$ cat config.mk
export PLATFORM = sky130hd
export DESIGN_NAME = tomc_top
export DESIGN_NICKNAME = d
export VERILOG_FILES = /design/src/core/tomc_pkg.sv /design/src/core/tomc_ms_timer.sv /design/src/core/tomc_top.sv
export SDC_FILE = /design/constraint.sdc
export NUM_CORES = 1
export LEC_CHECK = 0
export ABC_AREA = 1
export BUFFER_PORTS_ARGS = -buffer_cell sky130_fd_sc_hd__buf_4
export CAP_MARGIN = 20
export CORE_UTILIZATION = 54
export DETAILED_ROUTE_END_ITERATION = 16
export GPL_TIMING_DRIVEN = 0
export PLACE_DENSITY = 0.86
export SLEW_MARGIN = 25
export SYNTH_ARGS = -nofsm -noshare
export SYNTH_HDL_FRONTEND = slang
export SYNTH_SLANG_ARGS = --single-unit
export TNS_END_PERCENT = 5
$ cat constraint.sdc
create_clock -name sys_clk -period 2.63 [get_ports sys_clk]
set_input_delay 0.3945 -clock sys_clk [delete_from_list [all_inputs] [get_ports sys_clk]]
set_output_delay 0.3945 -clock sys_clk [all_outputs]
set_load 0.02 [all_outputs]
$ cat src/core/tomc_pkg.sv
// Purpose: shared constants and types for the touch output mode block
// Assumes: 40 MHz system clock
// Notes:   option byte fields, register map and timing counts
package tomc_pkg;

  localparam int unsigned CLK_HZ = 40_000_000;

  // apb register byte addresses
  localparam logic [7:0] ADDR_MODE_OPT   = 8'h00;
  localparam logic [7:0] ADDR_SAMPLE_OPT = 8'h04;
  localparam logic [7:0] ADDR_STATUS     = 8'h08;
  localparam logic [7:0] ADDR_SIGNAL     = 8'h0c;
  localparam logic [7:0] ADDR_REF        = 8'h10;
  localparam logic [7:0] ADDR_OTP_MODE   = 8'h14;
  localparam logic [7:0] ADDR_OTP_SAMPLE = 8'h18;

  localparam logic [7:0] OPT_RESET = 8'h00;

  // field positions, mode/threshold byte
  localparam int POWER_HI  = 7;
  localparam int POWER_LO  = 6;
  localparam int THR_HI    = 5;
  localparam int THR_LO    = 4;
  localparam int FRZ_HI    = 3;
  localparam int FRZ_LO    = 2;
  localparam int OUTM_HI   = 1;
  localparam int OUTM_LO   = 0;
  // field positions, sampling/transfer byte
  localparam int SAMPLE_BIT = 2;
  localparam int RATE_BIT   = 1;

  typedef enum logic [1:0] {
    TOMC_PWR_LP_ZOOM  = 2'b00,
    TOMC_PWR_NORMAL   = 2'b01,
    TOMC_PWR_XLP_ZOOM = 2'b10,
    TOMC_PWR_XLP      = 2'b11
  } tomc_power_type;

  typedef enum logic [1:0] {
    TOMC_THR_STD_PROX  = 2'b00,
    TOMC_THR_STD_TOUCH = 2'b01,
    TOMC_THR_SEN_PROX  = 2'b10,
    TOMC_THR_SEN_TOUCH = 2'b11
  } tomc_thresh_type;

  typedef enum logic [1:0] {
    TOMC_FRZ_15S      = 2'b00,
    TOMC_FRZ_45S      = 2'b01,
    TOMC_FRZ_RESERVED = 2'b10,
    TOMC_FRZ_INFINITE = 2'b11
  } tomc_freeze_type;

  typedef enum logic [1:0] {
    TOMC_OUT_ACTIVE  = 2'b00,
    TOMC_OUT_TOGGLE  = 2'b01,
    TOMC_OUT_LATCH3  = 2'b10,
    TOMC_OUT_LATCH30 = 2'b11
  } tomc_outmode_type;

  typedef struct packed {
    tomc_power_type   power;
    tomc_thresh_type  thresh;
    tomc_freeze_type  freeze;
    tomc_outmode_type outmode;
    logic             fast_sample;
    logic             fast_transfer;
  } tomc_cfg_type;

  typedef struct packed {
    logic [7:0]  paddr;
    logic        psel;
    logic        penable;
    logic        pwrite;
    logic [31:0] pwdata;
  } tomc_apb_req_type;

  // time base: 1 ms tick
  localparam int unsigned TICK_US       = 1000;
  localparam int unsigned TICK_CYCLES   = (CLK_HZ / 1_000_000) * TICK_US;
  // times in ms
  localparam int unsigned SAMPLE_SLOW_MS = 20;
  localparam int unsigned SAMPLE_FAST_MS = 10;
  localparam int unsigned LATCH3_MS      = 3000;
  localparam int unsigned LATCH30_MS     = 30000;
  localparam int unsigned FRZ15_MS       = 15000;
  localparam int unsigned FRZ45_MS       = 45000;
  localparam int unsigned MIN_HIGH_MS    = 20;
  localparam logic [15:0] MS_W_ONE       = 16'h0001;

  // charge transfer rates in kHz
  localparam int unsigned XFER_SLOW_KHZ = 125;
  localparam int unsigned XFER_FAST_KHZ = 250;

  // burst spacing in sampling periods
  localparam logic [4:0] SKIP_NORMAL = 5'h01;
  localparam logic [4:0] SKIP_LP     = 5'h05;
  localparam logic [4:0] SKIP_XLP    = 5'h11;

  // threshold magnitudes in counts, ordered by sensitivity
  localparam logic [11:0] THR_SEN_PROX_CNT  = 12'h004;
  localparam logic [11:0] THR_STD_PROX_CNT  = 12'h008;
  localparam logic [11:0] THR_SEN_TOUCH_CNT = 12'h010;
  localparam logic [11:0] THR_STD_TOUCH_CNT = 12'h020;

endpackage

$ cat src/core/tomc_ms_timer.sv
// Purpose: millisecond down counter, loaded and run off the shared tick
// Assumes: tick is a one-cycle pulse every millisecond
// Notes:   done is high while the count is zero
`timescale 1ns/1ps
`default_nettype none
module tomc_ms_timer
(
  // clock and reset
  input  wire logic        sys_clk,
  input  wire logic        reset_n,
  // control
  input  wire logic        load,
  input  wire logic [15:0] load_ms,
  input  wire logic        tick,
  // status
  output logic             done
);

  logic [15:0] count_q;

  always_ff @(posedge sys_clk or negedge reset_n)
  begin
    if (!reset_n)
      count_q <= 16'h0000;
    else if (load)
      count_q <= load_ms;
    else if (tick && count_q != 16'h0000)
      count_q <= count_q - tomc_pkg::MS_W_ONE;
  end

  assign done = (count_q == 16'h0000);

endmodule
`default_nettype wire

$ cat src/core/tomc_top.sv
// Purpose: option decode and detect output shaping for a capacitive sensor
// Assumes: acquisition supplies one signal sample per burst; sys_clk 40 MHz
// Notes:   option bytes are captured once after reset release
//
// Added by the designer: the APB register port and the placing of the registers.
`timescale 1ns/1ps
`default_nettype none
module tomc_top
(
  // clock and reset
  input  wire logic                     sys_clk,
  input  wire logic                     reset_n,
  // one-time programmable option bytes
  input  wire logic [7:0]               mode_threshold_options,
  input  wire logic [7:0]               sampling_transfer_options,
  // acquisition interface
  input  wire logic [11:0]              signal_level,
  input  wire logic                     sample_valid,
  output logic                          burst_request,
  output logic                          charge_transfer_fast,
  // apb slave
  input  wire tomc_pkg::tomc_apb_req_type apb_req,
  output logic [31:0]                   prdata,
  output logic                          pready,
  output logic                          pslverr,
  // detection output pin
  output logic                          detect_output_pin
);

  tomc_pkg::tomc_cfg_type cfg_q;
  logic        cfg_loaded_q;
  logic [7:0]  otp_mode_q;
  logic [7:0]  otp_sample_q;
  logic [15:0] tick_cnt_q;
  logic        tick;
  logic [4:0]  ms_in_period_q;
  logic [4:0]  period_ms;
  logic        period_end;
  logic [4:0]  skip_cnt_q;
  logic [4:0]  skip_target;
  logic        awake_q;
  logic [11:0] ref_q;
  logic [11:0] sig_q;
  logic [11:0] thr_cnt;
  logic        detect_q;
  logic        detect_prev_q;
  logic        rise;
  logic        fall;
  logic        frz_load;
  logic [15:0] frz_ms;
  logic        frz_done;
  logic        frz_expired;
  logic        hold_load;
  logic [15:0] hold_ms;
  logic        hold_done;
  logic        minh_done;
  logic        out_q;
  logic        out_d;
  logic        apb_access;
  logic        apb_wr;
  logic        addr_ok;

  // options captured in a clocked process after release
  always_ff @(posedge sys_clk or negedge reset_n)
  begin
    if (!reset_n)
    begin
      cfg_loaded_q <= 1'b0;
      otp_mode_q   <= tomc_pkg::OPT_RESET;
      otp_sample_q <= tomc_pkg::OPT_RESET;
    end
    else if (!cfg_loaded_q)
    begin
      cfg_loaded_q <= 1'b1;
      otp_mode_q   <= mode_threshold_options;
      otp_sample_q <= sampling_transfer_options;
    end
  end

  // decoded config, rewritable over apb for bring-up
  always_ff @(posedge sys_clk or negedge reset_n)
  begin
    if (!reset_n)
      cfg_q <= '0;
    else if (cfg_loaded_q == 1'b0)
    begin
      cfg_q.power         <= tomc_pkg::tomc_power_type'(
        mode_threshold_options[tomc_pkg::POWER_HI:tomc_pkg::POWER_LO]);
      cfg_q.thresh        <= tomc_pkg::tomc_thresh_type'(
        mode_threshold_options[tomc_pkg::THR_HI:tomc_pkg::THR_LO]);
      cfg_q.freeze        <= tomc_pkg::tomc_freeze_type'(
        mode_threshold_options[tomc_pkg::FRZ_HI:tomc_pkg::FRZ_LO]);
      cfg_q.outmode       <= tomc_pkg::tomc_outmode_type'(
        mode_threshold_options[tomc_pkg::OUTM_HI:tomc_pkg::OUTM_LO]);
      cfg_q.fast_sample   <= sampling_transfer_options[tomc_pkg::SAMPLE_BIT];
      cfg_q.fast_transfer <= sampling_transfer_options[tomc_pkg::RATE_BIT];
    end
    else if (apb_wr && apb_req.paddr == tomc_pkg::ADDR_MODE_OPT)
    begin
      cfg_q.power   <= tomc_pkg::tomc_power_type'(
        apb_req.pwdata[tomc_pkg::POWER_HI:tomc_pkg::POWER_LO]);
      cfg_q.thresh  <= tomc_pkg::tomc_thresh_type'(
        apb_req.pwdata[tomc_pkg::THR_HI:tomc_pkg::THR_LO]);
      cfg_q.freeze  <= tomc_pkg::tomc_freeze_type'(
        apb_req.pwdata[tomc_pkg::FRZ_HI:tomc_pkg::FRZ_LO]);
      cfg_q.outmode <= tomc_pkg::tomc_outmode_type'(
        apb_req.pwdata[tomc_pkg::OUTM_HI:tomc_pkg::OUTM_LO]);
    end
    else if (apb_wr && apb_req.paddr == tomc_pkg::ADDR_SAMPLE_OPT)
    begin
      cfg_q.fast_sample   <= apb_req.pwdata[tomc_pkg::SAMPLE_BIT];
      cfg_q.fast_transfer <= apb_req.pwdata[tomc_pkg::RATE_BIT];
    end
  end

  assign charge_transfer_fast = cfg_q.fast_transfer;

  // millisecond time base
  assign tick = (tick_cnt_q == 16'(tomc_pkg::TICK_CYCLES - 1));

  always_ff @(posedge sys_clk or negedge reset_n)
  begin
    if (!reset_n)
      tick_cnt_q <= 16'h0000;
    else if (tick)
      tick_cnt_q <= 16'h0000;
    else
      tick_cnt_q <= tick_cnt_q + 16'h0001;
  end

  // sampling period
  assign period_ms  = cfg_q.fast_sample ? 5'(tomc_pkg::SAMPLE_FAST_MS)
                                        : 5'(tomc_pkg::SAMPLE_SLOW_MS);
  assign period_end = tick && (ms_in_period_q == period_ms - 5'h01);

  always_ff @(posedge sys_clk or negedge reset_n)
  begin
    if (!reset_n)
      ms_in_period_q <= 5'h00;
    else if (period_end)
      ms_in_period_q <= 5'h00;
    else if (tick)
      ms_in_period_q <= ms_in_period_q + 5'h01;
  end

  // burst spacing per power mode
  always_comb
  begin
    unique case (cfg_q.power)
      tomc_pkg::TOMC_PWR_NORMAL:   skip_target = tomc_pkg::SKIP_NORMAL;
      tomc_pkg::TOMC_PWR_LP_ZOOM:  skip_target = awake_q ? tomc_pkg::SKIP_NORMAL
                                                         : tomc_pkg::SKIP_LP;
      tomc_pkg::TOMC_PWR_XLP_ZOOM: skip_target = awake_q ? tomc_pkg::SKIP_NORMAL
                                                         : tomc_pkg::SKIP_XLP;
      tomc_pkg::TOMC_PWR_XLP:      skip_target = tomc_pkg::SKIP_XLP;
    endcase
  end

  always_ff @(posedge sys_clk or negedge reset_n)
  begin
    if (!reset_n)
      skip_cnt_q <= 5'h00;
    else if (period_end)
      skip_cnt_q <= (skip_cnt_q + 5'h01 >= skip_target) ? 5'h00 : skip_cnt_q + 5'h01;
  end

  assign burst_request = period_end && (skip_cnt_q + 5'h01 >= skip_target);

  // zoom: awake while detecting, back to sparse bursts once clear
  always_ff @(posedge sys_clk or negedge reset_n)
  begin
    if (!reset_n)
      awake_q <= 1'b0;
    else if (sample_valid)
      awake_q <= detect_q || (({1'b0, signal_level} + {2'b00, thr_cnt[11:1]})
                  < {1'b0, ref_q});
  end

  // threshold magnitude
  always_comb
  begin
    unique case (cfg_q.thresh)
      tomc_pkg::TOMC_THR_SEN_PROX:  thr_cnt = tomc_pkg::THR_SEN_PROX_CNT;
      tomc_pkg::TOMC_THR_STD_PROX:  thr_cnt = tomc_pkg::THR_STD_PROX_CNT;
      tomc_pkg::TOMC_THR_SEN_TOUCH: thr_cnt = tomc_pkg::THR_SEN_TOUCH_CNT;
      tomc_pkg::TOMC_THR_STD_TOUCH: thr_cnt = tomc_pkg::THR_STD_TOUCH_CNT;
    endcase
  end

  // freeze timeout selection; reserved code treated as 15 s
  always_comb
  begin
    unique case (cfg_q.freeze)
      tomc_pkg::TOMC_FRZ_45S:      frz_ms = 16'(tomc_pkg::FRZ45_MS);
      tomc_pkg::TOMC_FRZ_INFINITE: frz_ms = 16'(tomc_pkg::FRZ15_MS);
      default:                     frz_ms = 16'(tomc_pkg::FRZ15_MS);
    endcase
  end

  assign frz_load    = rise;
  // the timer is only loaded at the end of the rise cycle, so ignore done there
  assign frz_expired = detect_q && !rise && frz_done
                       && (cfg_q.freeze != tomc_pkg::TOMC_FRZ_INFINITE);

  tomc_ms_timer u_freeze_timer
  (
    .sys_clk (sys_clk),
    .reset_n (reset_n),
    .load    (frz_load),
    .load_ms (frz_ms),
    .tick    (tick),
    .done    (frz_done)
  );

  // reference and detection
  always_ff @(posedge sys_clk or negedge reset_n)
  begin
    if (!reset_n)
    begin
      ref_q    <= 12'h000;
      sig_q    <= 12'h000;
      detect_q <= 1'b0;
    end
    else if (sample_valid)
    begin
      sig_q <= signal_level;
      if (ref_q == 12'h000)
        ref_q <= signal_level;
      else if (!detect_q || frz_expired)
      begin
        if (signal_level > ref_q)
          ref_q <= ref_q + 12'h001;
        else if (signal_level < ref_q)
          ref_q <= ref_q - 12'h001;
      end
      detect_q <= (ref_q != 12'h000) && ({1'b0, signal_level} + {1'b0, thr_cnt}
                  < {1'b0, ref_q});
    end
  end

  always_ff @(posedge sys_clk or negedge reset_n)
  begin
    if (!reset_n)
      detect_prev_q <= 1'b0;
    else
      detect_prev_q <= detect_q;
  end

  assign rise = detect_q && !detect_prev_q;
  assign fall = !detect_q && detect_prev_q;

  // hold timer: latch modes
  always_comb
  begin
    hold_load = 1'b0;
    hold_ms   = 16'(tomc_pkg::LATCH3_MS);
    if (cfg_q.outmode == tomc_pkg::TOMC_OUT_LATCH3 && rise)
      hold_load = 1'b1;
    else if (cfg_q.outmode == tomc_pkg::TOMC_OUT_LATCH30 && (fall || detect_q))
    begin
      hold_load = 1'b1;
      hold_ms   = 16'(tomc_pkg::LATCH30_MS);
    end
  end

  tomc_ms_timer u_hold_timer
  (
    .sys_clk (sys_clk),
    .reset_n (reset_n),
    .load    (hold_load),
    .load_ms (hold_ms),
    .tick    (tick),
    .done    (hold_done)
  );

  tomc_ms_timer u_min_high_timer
  (
    .sys_clk (sys_clk),
    .reset_n (reset_n),
    .load    (out_d && !out_q),
    .load_ms (16'(tomc_pkg::MIN_HIGH_MS)),
    .tick    (tick),
    .done    (minh_done)
  );

  // output shaping
  always_comb
  begin
    out_d = out_q;
    unique case (cfg_q.outmode)
      tomc_pkg::TOMC_OUT_ACTIVE:
        out_d = detect_q || (out_q && !minh_done);
      tomc_pkg::TOMC_OUT_TOGGLE:
        if (rise && (!out_q || minh_done))
          out_d = !out_q;
      tomc_pkg::TOMC_OUT_LATCH3:
        out_d = detect_q || (out_q && (!hold_done || !minh_done));
      tomc_pkg::TOMC_OUT_LATCH30:
        out_d = detect_q || (out_q && (!hold_done || hold_load || !minh_done));
    endcase
  end

  always_ff @(posedge sys_clk or negedge reset_n)
  begin
    if (!reset_n)
      out_q <= 1'b0;
    else
      out_q <= out_d;
  end

  assign detect_output_pin = out_q;

  // apb slave: zero wait states
  assign apb_access = apb_req.psel && apb_req.penable;
  assign apb_wr     = apb_access && apb_req.pwrite;
  assign pready     = 1'b1;

  always_comb
  begin
    unique case (apb_req.paddr)
      tomc_pkg::ADDR_MODE_OPT, tomc_pkg::ADDR_SAMPLE_OPT, tomc_pkg::ADDR_STATUS,
      tomc_pkg::ADDR_SIGNAL, tomc_pkg::ADDR_REF, tomc_pkg::ADDR_OTP_MODE,
      tomc_pkg::ADDR_OTP_SAMPLE: addr_ok = 1'b1;
      default:                   addr_ok = 1'b0;
    endcase
  end

  assign pslverr = apb_access && !addr_ok;

  always_ff @(posedge sys_clk or negedge reset_n)
  begin
    if (!reset_n)
      prdata <= 32'h0000_0000;
    else if (apb_req.psel && !apb_req.penable && !apb_req.pwrite)
    begin
      unique case (apb_req.paddr)
        tomc_pkg::ADDR_MODE_OPT:
          prdata <= {24'h00_0000, cfg_q.power, cfg_q.thresh, cfg_q.freeze, cfg_q.outmode};
        tomc_pkg::ADDR_SAMPLE_OPT:
          prdata <= {29'h0000_0000, cfg_q.fast_sample, cfg_q.fast_transfer, 1'b0};
        tomc_pkg::ADDR_STATUS:
          prdata <= {28'h000_0000, awake_q, frz_expired, out_q, detect_q};
        tomc_pkg::ADDR_SIGNAL:
          prdata <= {20'h0_0000, sig_q};
        tomc_pkg::ADDR_REF:
          prdata <= {20'h0_0000, ref_q};
        tomc_pkg::ADDR_OTP_MODE:
          prdata <= {24'h00_0000, otp_mode_q};
        tomc_pkg::ADDR_OTP_SAMPLE:
          prdata <= {24'h00_0000, otp_sample_q};
        default:
          prdata <= 32'h0000_0000;
      endcase
    end
  end

endmodule
`default_nettype wire

; ---- Word level (Yosys, flattened, before mapping)
; Index checks and enable logic that the tools add are counted.
[op_classes]
n_addsub = 11
mul = 0
n_div = 0
magnitude_cmp = 5
n_eq_ne = 22
shifts = 0
mux = 32
bitwise_logic = 0
n_reduce_logical = 65
[op_table]
columns = cell, n
row1 = $mux 16, 8
row2 = $pmux 12 s7, 1
row3 = $logic_not 16->1, 3
row4 = $mux 12, 4
row5 = $pmux 12 s4, 1
row6 = $reduce_bool 16->1, 3
row7 = $sub 16x1->16 const B, 3
row8 = $mux 15, 2
row9 = $lt 13x12->1, 2
row10 = $logic_and 1x1->1, 25
row11 = $mux 5, 5
row12 = $eq 8x5->1 const B, 3
row13 = $pmux 5 s4, 1
row14 = $add 16x1->16 const B, 1
row15 = $eq 16x16->1 const B, 1
row16 = $eq 8x4->1 const B, 2
row17 = $add 12x11->13, 1
row18 = $add 12x12->13, 1
row19 = $add 12x1->12 const B, 1
row20 = $eq 2x2->1 const B, 6
row21 = $gt 12x12->1, 1
row22 = $logic_not 12->1, 1
row23 = $lt 12x12->1, 1
row24 = $reduce_bool 12->1, 1
row25 = 24 further kinds, 57
[totals]
regBits = 161
latchBits = 0
ramBits = 0
mem_bits_ro = 0
input_bits = 74
output_inout_bits = 37
word_cells = 157
mem_count = 0

; ---- Logic depth before layout (Yosys ltp)
; Gate-level depths: netlist (run 1).
[logic_depth]
word_depth = 13
ltp_mapped = 20
mapped_depth_nobuf = 20

; ---- Cells and area by module
; A second synthesis (run 1) with hierarchy kept.
[hier_totals]
hier_cells = 1449
hier_area_um2 = 10528.8
[by_module_without_submodules]
columns = mod, instances, cells_per_inst, area_per_inst_um2, seq_area_each_um2
row1 = tomc_top, 1, 900, 6764.0, 2327.2
row2 = tomc_ms_timer, 3, 183, 1255.0, 400.4

; ---- Worst setup path before layout (run 1)
; No wires, ideal clock.
[synth_path]
kind = register -> register
start = reg ref_q[11]
end = reg ref_q[11]
setup_time_ps = 116
arrival_ps = 2810
t_required_ps = 2514
path_slack_ps = -296
stages_incl_launch_ff = 20
n_path_buf = 0
synth_period_minus_slack_ps = 2926
path_cell_list = dfrtp_1 > inv_1 > ha_1 > nand2_1 > inv_1 > nand2_1 > nor2_1 > nand2_1 > nand3_1 > nand2_1 > ha_1 > nand2_1 > o21ai_0 > nand3_1 > nand3_1 > inv_1 > nand3_1 > nand3_1 > nand2_1 > nand2_1
[synth_between]
elab_chain_cells = 5
elab_cells_between_ends = 12
cone_classes = 2 x add/sub / 2 x order compare / 4 x mux / 4 x reduce/logical
[synth_lines]
columns = element, line
row1 = start: declaration, tomc_top.sv:42  ; logic [11:0] ref_q;
row2 = start signal: assignment, tomc_top.sv:228  ; ref_q <= signal_level;
row3 = start signal: assignment, tomc_top.sv:232  ; ref_q <= ref_q + 12'h001;
row4 = start signal: assignment, tomc_top.sv:234  ; ref_q <= ref_q - 12'h001;
row5 = $sub 12x1->12, tomc_top.sv:234
row6 = $mux 12, tomc_top.sv:233  ; else if (signal_level < ref_q)
row7 = $mux 12, tomc_top.sv:231  ; if (signal_level > ref_q)
row8 = $mux 12, tomc_top.sv:229  ; else if (!detect_q || frz_expired)
row9 = $mux 12, tomc_top.sv:227  ; if (ref_q == 12'h000)
; Several ways; a longest one is shown, not always the timed one. The select of a mux whose other input is x is not followed.
; A chain may end at the register's enable or synchronous reset.

; ---- Worst setup path after layout (run 1)
[layout_path]
start = reg cfg_q[7] (netlist bit)
end = reg detect_q
[layout_between]
elab_chain_cells = 5
elab_cells_between_ends = 8
cone_classes = 1 x add/sub / 1 x order compare / 3 x eq/ne / 1 x mux / 2 x reduce/logical
[layout_lines]
columns = element, line
row1 = start: declaration, tomc_top.sv:30  ; tomc_pkg::tomc_cfg_type cfg_q;
row2 = $eq 2x1->1 (tied with other cells), tomc_top.sv:182  ; unique case (cfg_q.thresh)
row3 = $pmux 12 s4 (*), tomc_top.sv:182
row4 = $add 12x12->13 (*), tomc_top.sv:236  ; detect_q <= (ref_q != 12'h000) && ({1'b0, signal_level} + {1'b0, thr_cnt}
row5 = $lt 13x12->1 (*), tomc_top.sv:237  ; < {1'b0, ref_q});
row6 = $logic_and 1x1->1 (*), tomc_top.sv:236
row7 = end signal: assignment, tomc_top.sv:236
row8 = end: declaration, tomc_top.sv:45  ; logic detect_q;
; Every way passes the cells marked *; elsewhere a longest branch is shown, timed or not. The select of a mux whose other input is x is not followed.

==> out/results.ini, run 1 <==
[global_route]
grt_max_degree=77
grtUsageTotal=0.279
grt_pass1_vias=8754
grt-ovfl-total=0
grt_antenna_before_repair=0
grt_pass1_wl_um=40400

[timing]
setup_violations=11
timing.hold.ws_ns=0.152
fmax_mhz=352
maxSlewViolCount=0
min_period_over_period=1.08
maxSlewHeadroom=0.297
min_period_ns=2.84
tightest_slew_ns=1.05
finalWorstSetupSlack_ns=-0.211
tns_ns=-1.40
fin_skew_ns=0.0130
grt_setup_unrepaired=true
final-hold-violation-count=0

[die]
rows=48
io_pins=111
dieArea_sq_mm=0.0183
start_util=0.554
core_area_sq_mm=0.0173
die_h_um=135
dieWidth_um=135

[drt]
drtPass1Iterations=8
dr_total_vias=9039
wirelength_um=24600
wl_per_cell_um=15.0
ant_nets=0
vias_per_cell=5.53
first_iter_violations=755
drcViolationCount=0

[clocking]
cts_root_buffer=clkbuf_16
clkLatencyLatePin_ns=0.44
path_clk_slew_ns=0.06
cts_sinks=141
clk_path_buf_depth=2
cts_tree=built
cts.htree.levels=4
numCtsBuffers=17

[setup_path]
worst_setup_path_end_kind=flip-flop
crit_top_cell=nand2_1
timing.rr.start=cfg_q[7]
cp.required_ns=2.95
crit_path_max_incr_delay_ns=0.41
crit_chain=inv_2, nor2_4, ha_2, fa_2, a21oi_2, o21ai_2, nand2_1, xor2_1, inv_1, ha_4, inv_1, nor3_2, o21ai_1, nand3_1, nand3_1, nand2_1, nand2_1, nand2_2, nand2_1
critPathLaunch=cfg_q[7]
crit_arrival_ns=3.16
cp-start-kind=flip-flop
crit_fanout=4
critPathKind=flip-flop to flip-flop
critPathSlowestCell=dfrtp_1

[logic_synthesis]
synthCells=1283
synth_top_cell_area_share=0.368
ys_seq_elements=141
netlist_top_cells_count=286 x nand2_1, 181 x inv_1, 141 x dfrtp_1
async_flop_share=1.00
synth_edf_count=0
ys_types=51
ys_warn_count=0
synth_area_leader_cell=dfrtp_1
synthFlopType=dfrtp_1
ys_top_cells_by_area=dfrtp_1 37%, nand2_1 11%, ha_1 8.1%
synth.most_common_cell=nand2_1
ys_seq_area_frac=0.368
syn_avg_cell_area_sq_um=7.46
syn_area_sq_mm=0.00958

[run_status]
status=complete, but fails checks
violations=negative setup slack

[layout]
final_util=0.661
antenna_cells=0
area_delta_synth_final_pct=19.5
fin_nets=1537
nFillCells=1378
drive_gt1_frac=0.172

[worst_hold_path]
min_path_type=input pin to flip-flop
min_from=sampling_transfer_options[6]

[pwr]
power_frac_seq=0.281
p_per_area_mw_per_mm2=883
p_leak_nw=5.86
power.combinational.fraction=0.459
power_frac_clock=0.260
power.internal_mw=5.97
netSwitchingPower_mw=4.13
irDropWorstVdd_mv=0.697
netSwitchingFraction=0.409

[place]
routabilityCongestion=0.904
port_buffers=64
dp_hpwl_um=17500

[job]
cap_violations=0

[layout by cell type, fill, tap and decap left out, types with 22 or more instances in the layout]
master     n
nand3_1   83
dfrtp_1  138
xor2_1    39
nand4_1   26
ha_1      51
nand2_1  282
o21ai_0   92
nor2_1   111
conb_1    22
buf_4     95
inv_1    168
a21oi_1   37
[power by group through the flow]
| stage | Sequential [mW] | Clock, mW | Combinational (mW) |
|---|---|---|---|
| finish | 2.84 | 2.62 | 4.64 |
| global route | 2.89 | 2.74 | 5.25 |
| CTS | 2.83 | 2.63 | 4.42 |
| detailed placement | 2.83 | 0 | 4.01 |
| global placement | 2.83 | 0 | 3.84 |
| floorplan | 2.76 | 0 | 3.11 |
[final timing paths]
kind | endpoint | slack [ns] | depth (start not counted)
worst min register to register | detect_prev_q | 0.38 | 0
worst max register to register | detect_q | -0.21 | 19
worst max-delay path | detect_q | -0.21 | 19
max in group asynchronous | cfg_q[6] | 1.37 | 3
min in group asynchronous | u_min_high_timer.count_q[11] | 0.50 | 2
worst min-delay path | otp_sample_q[6] | 0.15 | 3
[final cells by class]
type                    count  area [sq um]  area share
plain buffers              47           338      0.0295
clock buffers              20           457      0.0399
clock inverters            12           185      0.0162
inverters                 189           716      0.0626
multi-input cells         927          5340       0.467
flip-flops and latches    141          3530       0.309
well taps                 225           282      0.0246
repair buffers             75           593      0.0518
[per-layer routing]
metal / global-route usage / share of wire / vias up
li1: - / - / 4364
met4: 0.104 / 0.025 / 0
met1: 0.337 / 0.41 / 4289
met3: 0.0580 / 0.062 / 61
met5: 0 / 0 / -
met2: 0.487 / 0.50 / 325
[worst max-delay path: cells and delay by family, from the launching register on]
kind	cells	cell delay, ns
DFF	1	0.41
buffers and inverters	3	0.24
AOI/OAI and AO/OA	3	0.36
adders and majority gates	3	0.82
xor gates and xnor gates	1	0.15
and+or+nand+nor	9	0.75
[cell families (layout without fill, tap and decap cells)]
group | Yosys count | in the layout | synth area share
xor+xnor | 48 | 48 | 0.0439
compound gates | 209 | 209 | 0.121
buf+inv | 236 | 343 | 0.110
simple gates | 582 | 583 | 0.269
fa+ha+maj | 65 | 65 | 0.0873
flops | 141 | 141 | 0.368
other cells | 2 | 22 | 0.000784
[per-stage QoR]
step	setup slack, ns	area (sq um)	cells	power [mW]
2_1_floorplan	-0.0349	9660	1303	5.87
3_3_place_gp	-0.431	10400	1592	6.66
3_5_place_dp	-0.500	10500	1593	6.84
4_1_cts	-0.139	11400	1631	9.88
5_1_grt	-0.403	11400	1636	10.9
6_report	-0.211	11400	1636	10.1
[repair_timing]
| action | in CTS | in global routing |
|---|---|---|
| hold buffers | 1 | 0 |
| setup buffers | 4 | 5 |
| pin swaps | 3 | 2 |
| endpoints found under the hold margin | 65 | 0 |
| resized for setup | 60 | 9 |
| setup endpoints to repair | 13 | 13 |
| cloned | 1 | 0 |
[registers in the layout, indices dropped and copies added (netlist names)]
name / count
u_min_high_timer.count_q: 16
awake_q: 1
ms_in_period_q: 5
tick_cnt_q: 16
ref_q: 12
cfg_q: 9
otp_mode_q: 8
detect_prev_q: 1
sig_q: 12
u_freeze_timer.count_q: 16
skip_cnt_q: 5
detect_q: 1
otp_sample_q: 8
u_hold_timer.count_q: 16
cfg_loaded_q: 1
detect_output_pin: 1
charge_transfer_fast: 1
prdata: 12
(Power assumes the default switching activity.)
==> run 2: changes to the inputs <==
Settings changed: CORE_UTILIZATION 54 to 59, PLACE_DENSITY 0.86 to 0.88.
Clock period 2.63 ns to 3.3 ns, I/O delays scaled along.
==> out/results.ini, run 2 (synthesis results as in run 1) <==
[clocking]
cts.htree.levels=4
numCtsBuffers=17
path_clk_slew_ns=0.06
cts_tree=built
clk_path_buf_depth=2
hold_buffers=0
cts_root_buffer=clkbuf_16
cts_sinks=141
clkLatencyLatePin_ns=0.43

[die]
start_util=0.603
die_h_um=129
io_pins=111
dieArea_sq_mm=0.0167
dieWidth_um=129
rows=46
core_area_sq_mm=0.0159

[setup_path]
critPathKind=flip-flop to flip-flop
critPathTopFamily=adder cells
cp-start-kind=flip-flop
crit_chain=inv_1, nor2_2, ha_1, fa_1, a21oi_1, o21ai_2, nand2_1, xor2_1, inv_1, ha_1, inv_1, nor3_1, o21ai_0, nand3_1, nand3_1, nand2_1, nand2_1, nand2_1, nand2_1
crit_arrival_ns=3.40
crit_path_max_incr_delay_ns=0.43
cp.buffers_inverters=3
crit_top_cell=nand2_1
cp.required_ns=3.61
worst_setup_path_end_kind=flip-flop
critPathSlowestCell=dfrtp_1
crit_fanout=5

[timing]
setup_violations=0
min_period_ns=3.10
maxSlewHeadroom=0.347
fin_skew_ns=0.0101
tns_ns=0
final-hold-violation-count=0
tightest_slew_ns=0.972
min_period_over_period=0.939
finalWorstSetupSlack_ns=0.201
fmax_mhz=323
maxSlewViolCount=0
grt_setup_unrepaired=false

[drt]
drtPass1Iterations=6
wl_per_cell_um=14.9
vias_per_cell=5.52
wirelength_um=24100
dr_total_vias=8907
first_iter_violations=679
drcViolationCount=0
ant_nets=0

[layout]
layout_commonest_cell=nand2_1
drive_gt1_frac=0.132
fin_nets=1527
final_cell_mix=285 x nand2_1, 180 x inv_1, 141 x dfrtp_1
antenna_cells=0
stdcell_count=1614
final_area_sq_mm=0.0111
area_delta_synth_final_pct=15.5

[global_route]
grt_pass1_wl_um=39400
grt_antenna_before_repair=0
grt_max_degree=79
grt_pass1_vias=8563
grtUsageTotal=0.300
grt-ovfl-total=0

[pwr]
irDropWorstVdd_mv=0.519
p_leak_nw=5.79
power_mw=7.51
p_per_area_mw_per_mm2=679

[job]
cap_violations=0

[place]
port_buffers=64
dp_slack_ns=-0.270
dp.cells=1584
placement.cell_area_sq_mm=0.0104
routabilityCongestion=0.926
dp_hpwl_um=17700

[worst_hold_path]
min_path_type=input pin to async pin

[run_status]
status=finished, final reports clean

-- run 2: cell types whose count changed in the layout (fill, tap and decap cells not counted), sizes merged --
cell         before  now
clkbuf           29   32
bufinv            4    2
clkinvlp          4    1
inv             187  186
buf             112  103
dlygate4sd3       1    0
-- run 2: final cells by class --
cell class                 instances  area (sq um)
timing repair buffer              65           515
clock inverter                     6          86.3
clock buffer                      23           488
inverter                         189           716
sequential                       141          3530
tap                              216           270
multi-input combinational        927          5120
fill                            1253          4820
buffer                            47           338
-- run 2: report_power, final --
part / internal [mW] / leakage, nW / switching (mW)
sequential: 2.00 / 1.78 / 0.247
clock: 1.18 / 0.281 / 0.724
combinational: 1.26 / 3.73 / 2.11
total: 4.43 / 5.79 / 3.08
-- run 2: what timing repair did --
item,4_1_cts,5_1_grt
setup buffers,0,0
gates cloned,0,1
resized for setup,2,15
pin swaps,0,1
endpoints found under the setup margin,6,11
-- run 2: stage by stage --
step / hold slack, ns / util
6_report: 0.0505 / 0.696
5_1_grt: 0.0882 / 0.696
4_1_cts: 0.0744 / 0.693
3_5_place_dp: 0.366 / 0.657
3_3_place_gp: 0.356 / 0.655
2_1_floorplan: 0.199 / -
-- run 2: path summary, 6_finish.rpt --
| check | slack (ns) | start | to | depth (start not counted) |
|---|---|---|---|---|
| worst max register to register | 0.20 | cfg_q[7] | detect_q | 19 |
| worst min register to register | 0.38 | detect_q | detect_prev_q | 0 |
| worst min-delay path | 0.05 | reset_n | u_min_high_timer.count_q[12] | 1 |
| min in group sys_clk | 0.27 | sampling_transfer_options[6] | otp_sample_q[6] | 3 |
| max in group asynchronous | 2.52 | reset_n | sig_q[10] | 2 |
| worst max-delay path | 0.20 | cfg_q[7] | detect_q | 19 |
-- run 2: routing by layer --
layer / share of wire / up-vias / GRT usage
met1: 0.41 / 4130 / 0.366
met2: 0.49 / 354 / 0.514
met3: 0.061 / 77 / 0.0681
li1: - / 4346 / -
met5: 0 / - / 0
met4: 0.030 / 0 / 0.122
==> run 3: changes to the inputs <==
Clock period 3.3 ns to 3 ns, I/O delays scaled along.
==> out/results.ini, run 3 (synthesis results as in run 1) <==
[global_route]
grt_max_degree=79
grt-ovfl-total=0
grt_pass1_vias=8640
grtUsageMet2=0.520
grtUsageTotal=0.304
use_met3=0.0685
use_met1=0.368
busiest_layer=met2
grt_antenna_before_repair=0
grt_pass1_wl_um=39700

[pwr]
irDropWorstVdd_mv=0.672
netSwitchingFraction=0.414
power_frac_seq=0.285
power_frac_clock=0.239
power.internal_mw=5.13
power.combinational.fraction=0.475
p_leak_nw=5.85
p_per_area_mw_per_mm2=772
netSwitchingPower_mw=3.63

[place]
port_buffers=64
routabilityCongestion=0.926
placement.cell_area_sq_mm=0.0104
dp_hpwl_um=17700
dp_slack_ns=-0.525

[layout]
final_area_sq_mm=0.0113
nFillCells=1202
antenna_cells=0
fin_nets=1539
area_delta_synth_final_pct=18.4
layout_commonest_cell=nand2_1
final_util=0.714
drive_gt1_frac=0.163
final_cell_mix=282 x nand2_1, 174 x inv_1, 138 x dfrtp_1

[drt]
vias_per_cell=5.64
drtPass1Iterations=7
first_iter_violations=660
wl_per_cell_um=15.5
ant_nets=0
wirelength_um=25200
dr_total_vias=9170
drcViolationCount=0

[timing]
fmax_mhz=333
maxSlewHeadroom=0.344
grt_setup_unrepaired=true
min_period_over_period=1.00
setup_violations=1
timing.hold.ws_ns=0.00761
maxSlewViolCount=0
final-hold-violation-count=0
fin_skew_ns=0.0100
finalWorstSetupSlack_ns=-0.00478
tightest_slew_ns=0.977
min_period_ns=3.00

[setup_path]
worst_setup_path_end_kind=flip-flop
crit_fanout=7
ff2ff_path_depth=15
cp-start-kind=flip-flop
cp.required_ns=3.29
crit_arrival_ns=3.30
critPathKind=flip-flop to flip-flop

[run_status]
violations=negative setup slack
status=complete, but fails checks

[clocking]
cts_root_buffer=clkbuf_16
path_clk_slew_ns=0.06
clk_path_buf_depth=2
numCtsBuffers=17
cts.htree.levels=4
clkLatencyLatePin_ns=0.43
cts_tree=built
cts_sinks=141

[die]
core_area_sq_mm=0.0159
die_h_um=129
start_util=0.603
dieArea_sq_mm=0.0167
io_pins=111
rows=46
dieWidth_um=129

[job]
cap_violations=0

[worst_hold_path]
min_path_type=input pin to async pin

## run 3: changes by cell type in the layout (fill, tap and decap cells not counted), sizes merged
cell	delta
buf	+12
## run 3: metrics by stage
step | instances | TNS [ns] | power (mW)
after floorplan | 1303 | 0 | 5.13
after global placement | 1583 | -2.43 | 5.83
after detailed placement | 1584 | -3.57 | 5.99
after CTS | 1617 | 0 | 8.27
after global routing | 1626 | -0.550 | 9.34
final | 1626 | -0.00478 | 8.76
## run 3: worst paths after layout
path / slack (ns) / start / endpoint
max in group asynchronous: 2.25 / reset_n / cfg_q[6]
min in group sys_clk: 0.22 / sampling_transfer_options[6] / otp_sample_q[6]
min reg2reg: 0.38 / detect_q / detect_prev_q
max: -0.005 / ref_q[4] / ref_q[6]
min: 0.008 / reset_n / u_min_high_timer.count_q[12]
max reg2reg: -0.005 / ref_q[4] / ref_q[6]
## run 3: power groups by stage
stage	Sequential [mW]	Combinational [mW]	Clock (mW)
6_report	2.50	4.17	2.10
5_1_grt	2.53	4.64	2.17
4_1_cts	2.47	3.71	2.09
3_5_place_dp	2.48	3.51	0
3_3_place_gp	2.48	3.36	0
2_1_floorplan	2.42	2.71	0
## run 3: routing by layer
layer	wire (um)	vias to the layer above
met3	1770	97
li1	-	4363
met4	828	0
met2	12500	437
met1	10100	4273
met5	0	-
## run 3: repair_timing
item,in CTS,in global routing
pin swaps,1,4
hold buffers,0,0
buffers inserted,3,9
cloned,1,0
gates resized for setup,15,44
setup endpoints to repair,11,12
## run 3: layout make-up
class	count	area [sq um]	area share
flip-flops and latches	141	3530	0.311
clock buffers	23	488	0.0430
repair buffers	77	606	0.0534
clock inverters	6	86.3	0.00761
plain buffers	47	338	0.0298
multi-input cells	927	5310	0.468
inverters	189	716	0.0631
well taps	216	270	0.0238
## run 3: worst max-delay path: stages, from the launching register on
cell	delay, ns
dfrtp_1	0.41
inv_1	0.20
ha_1	0.33
nand4_1	0.11
nor2_2	0.20
nand2_2	0.11
nand3_4	0.14
nand2_8	0.11
fa_2	0.41
nand3_1	0.10
nand3_2	0.12
a21oi_2	0.15
xor2_1	0.19
o21ai_0	0.10
nand2_1	0.09
o21ai_0	0.10
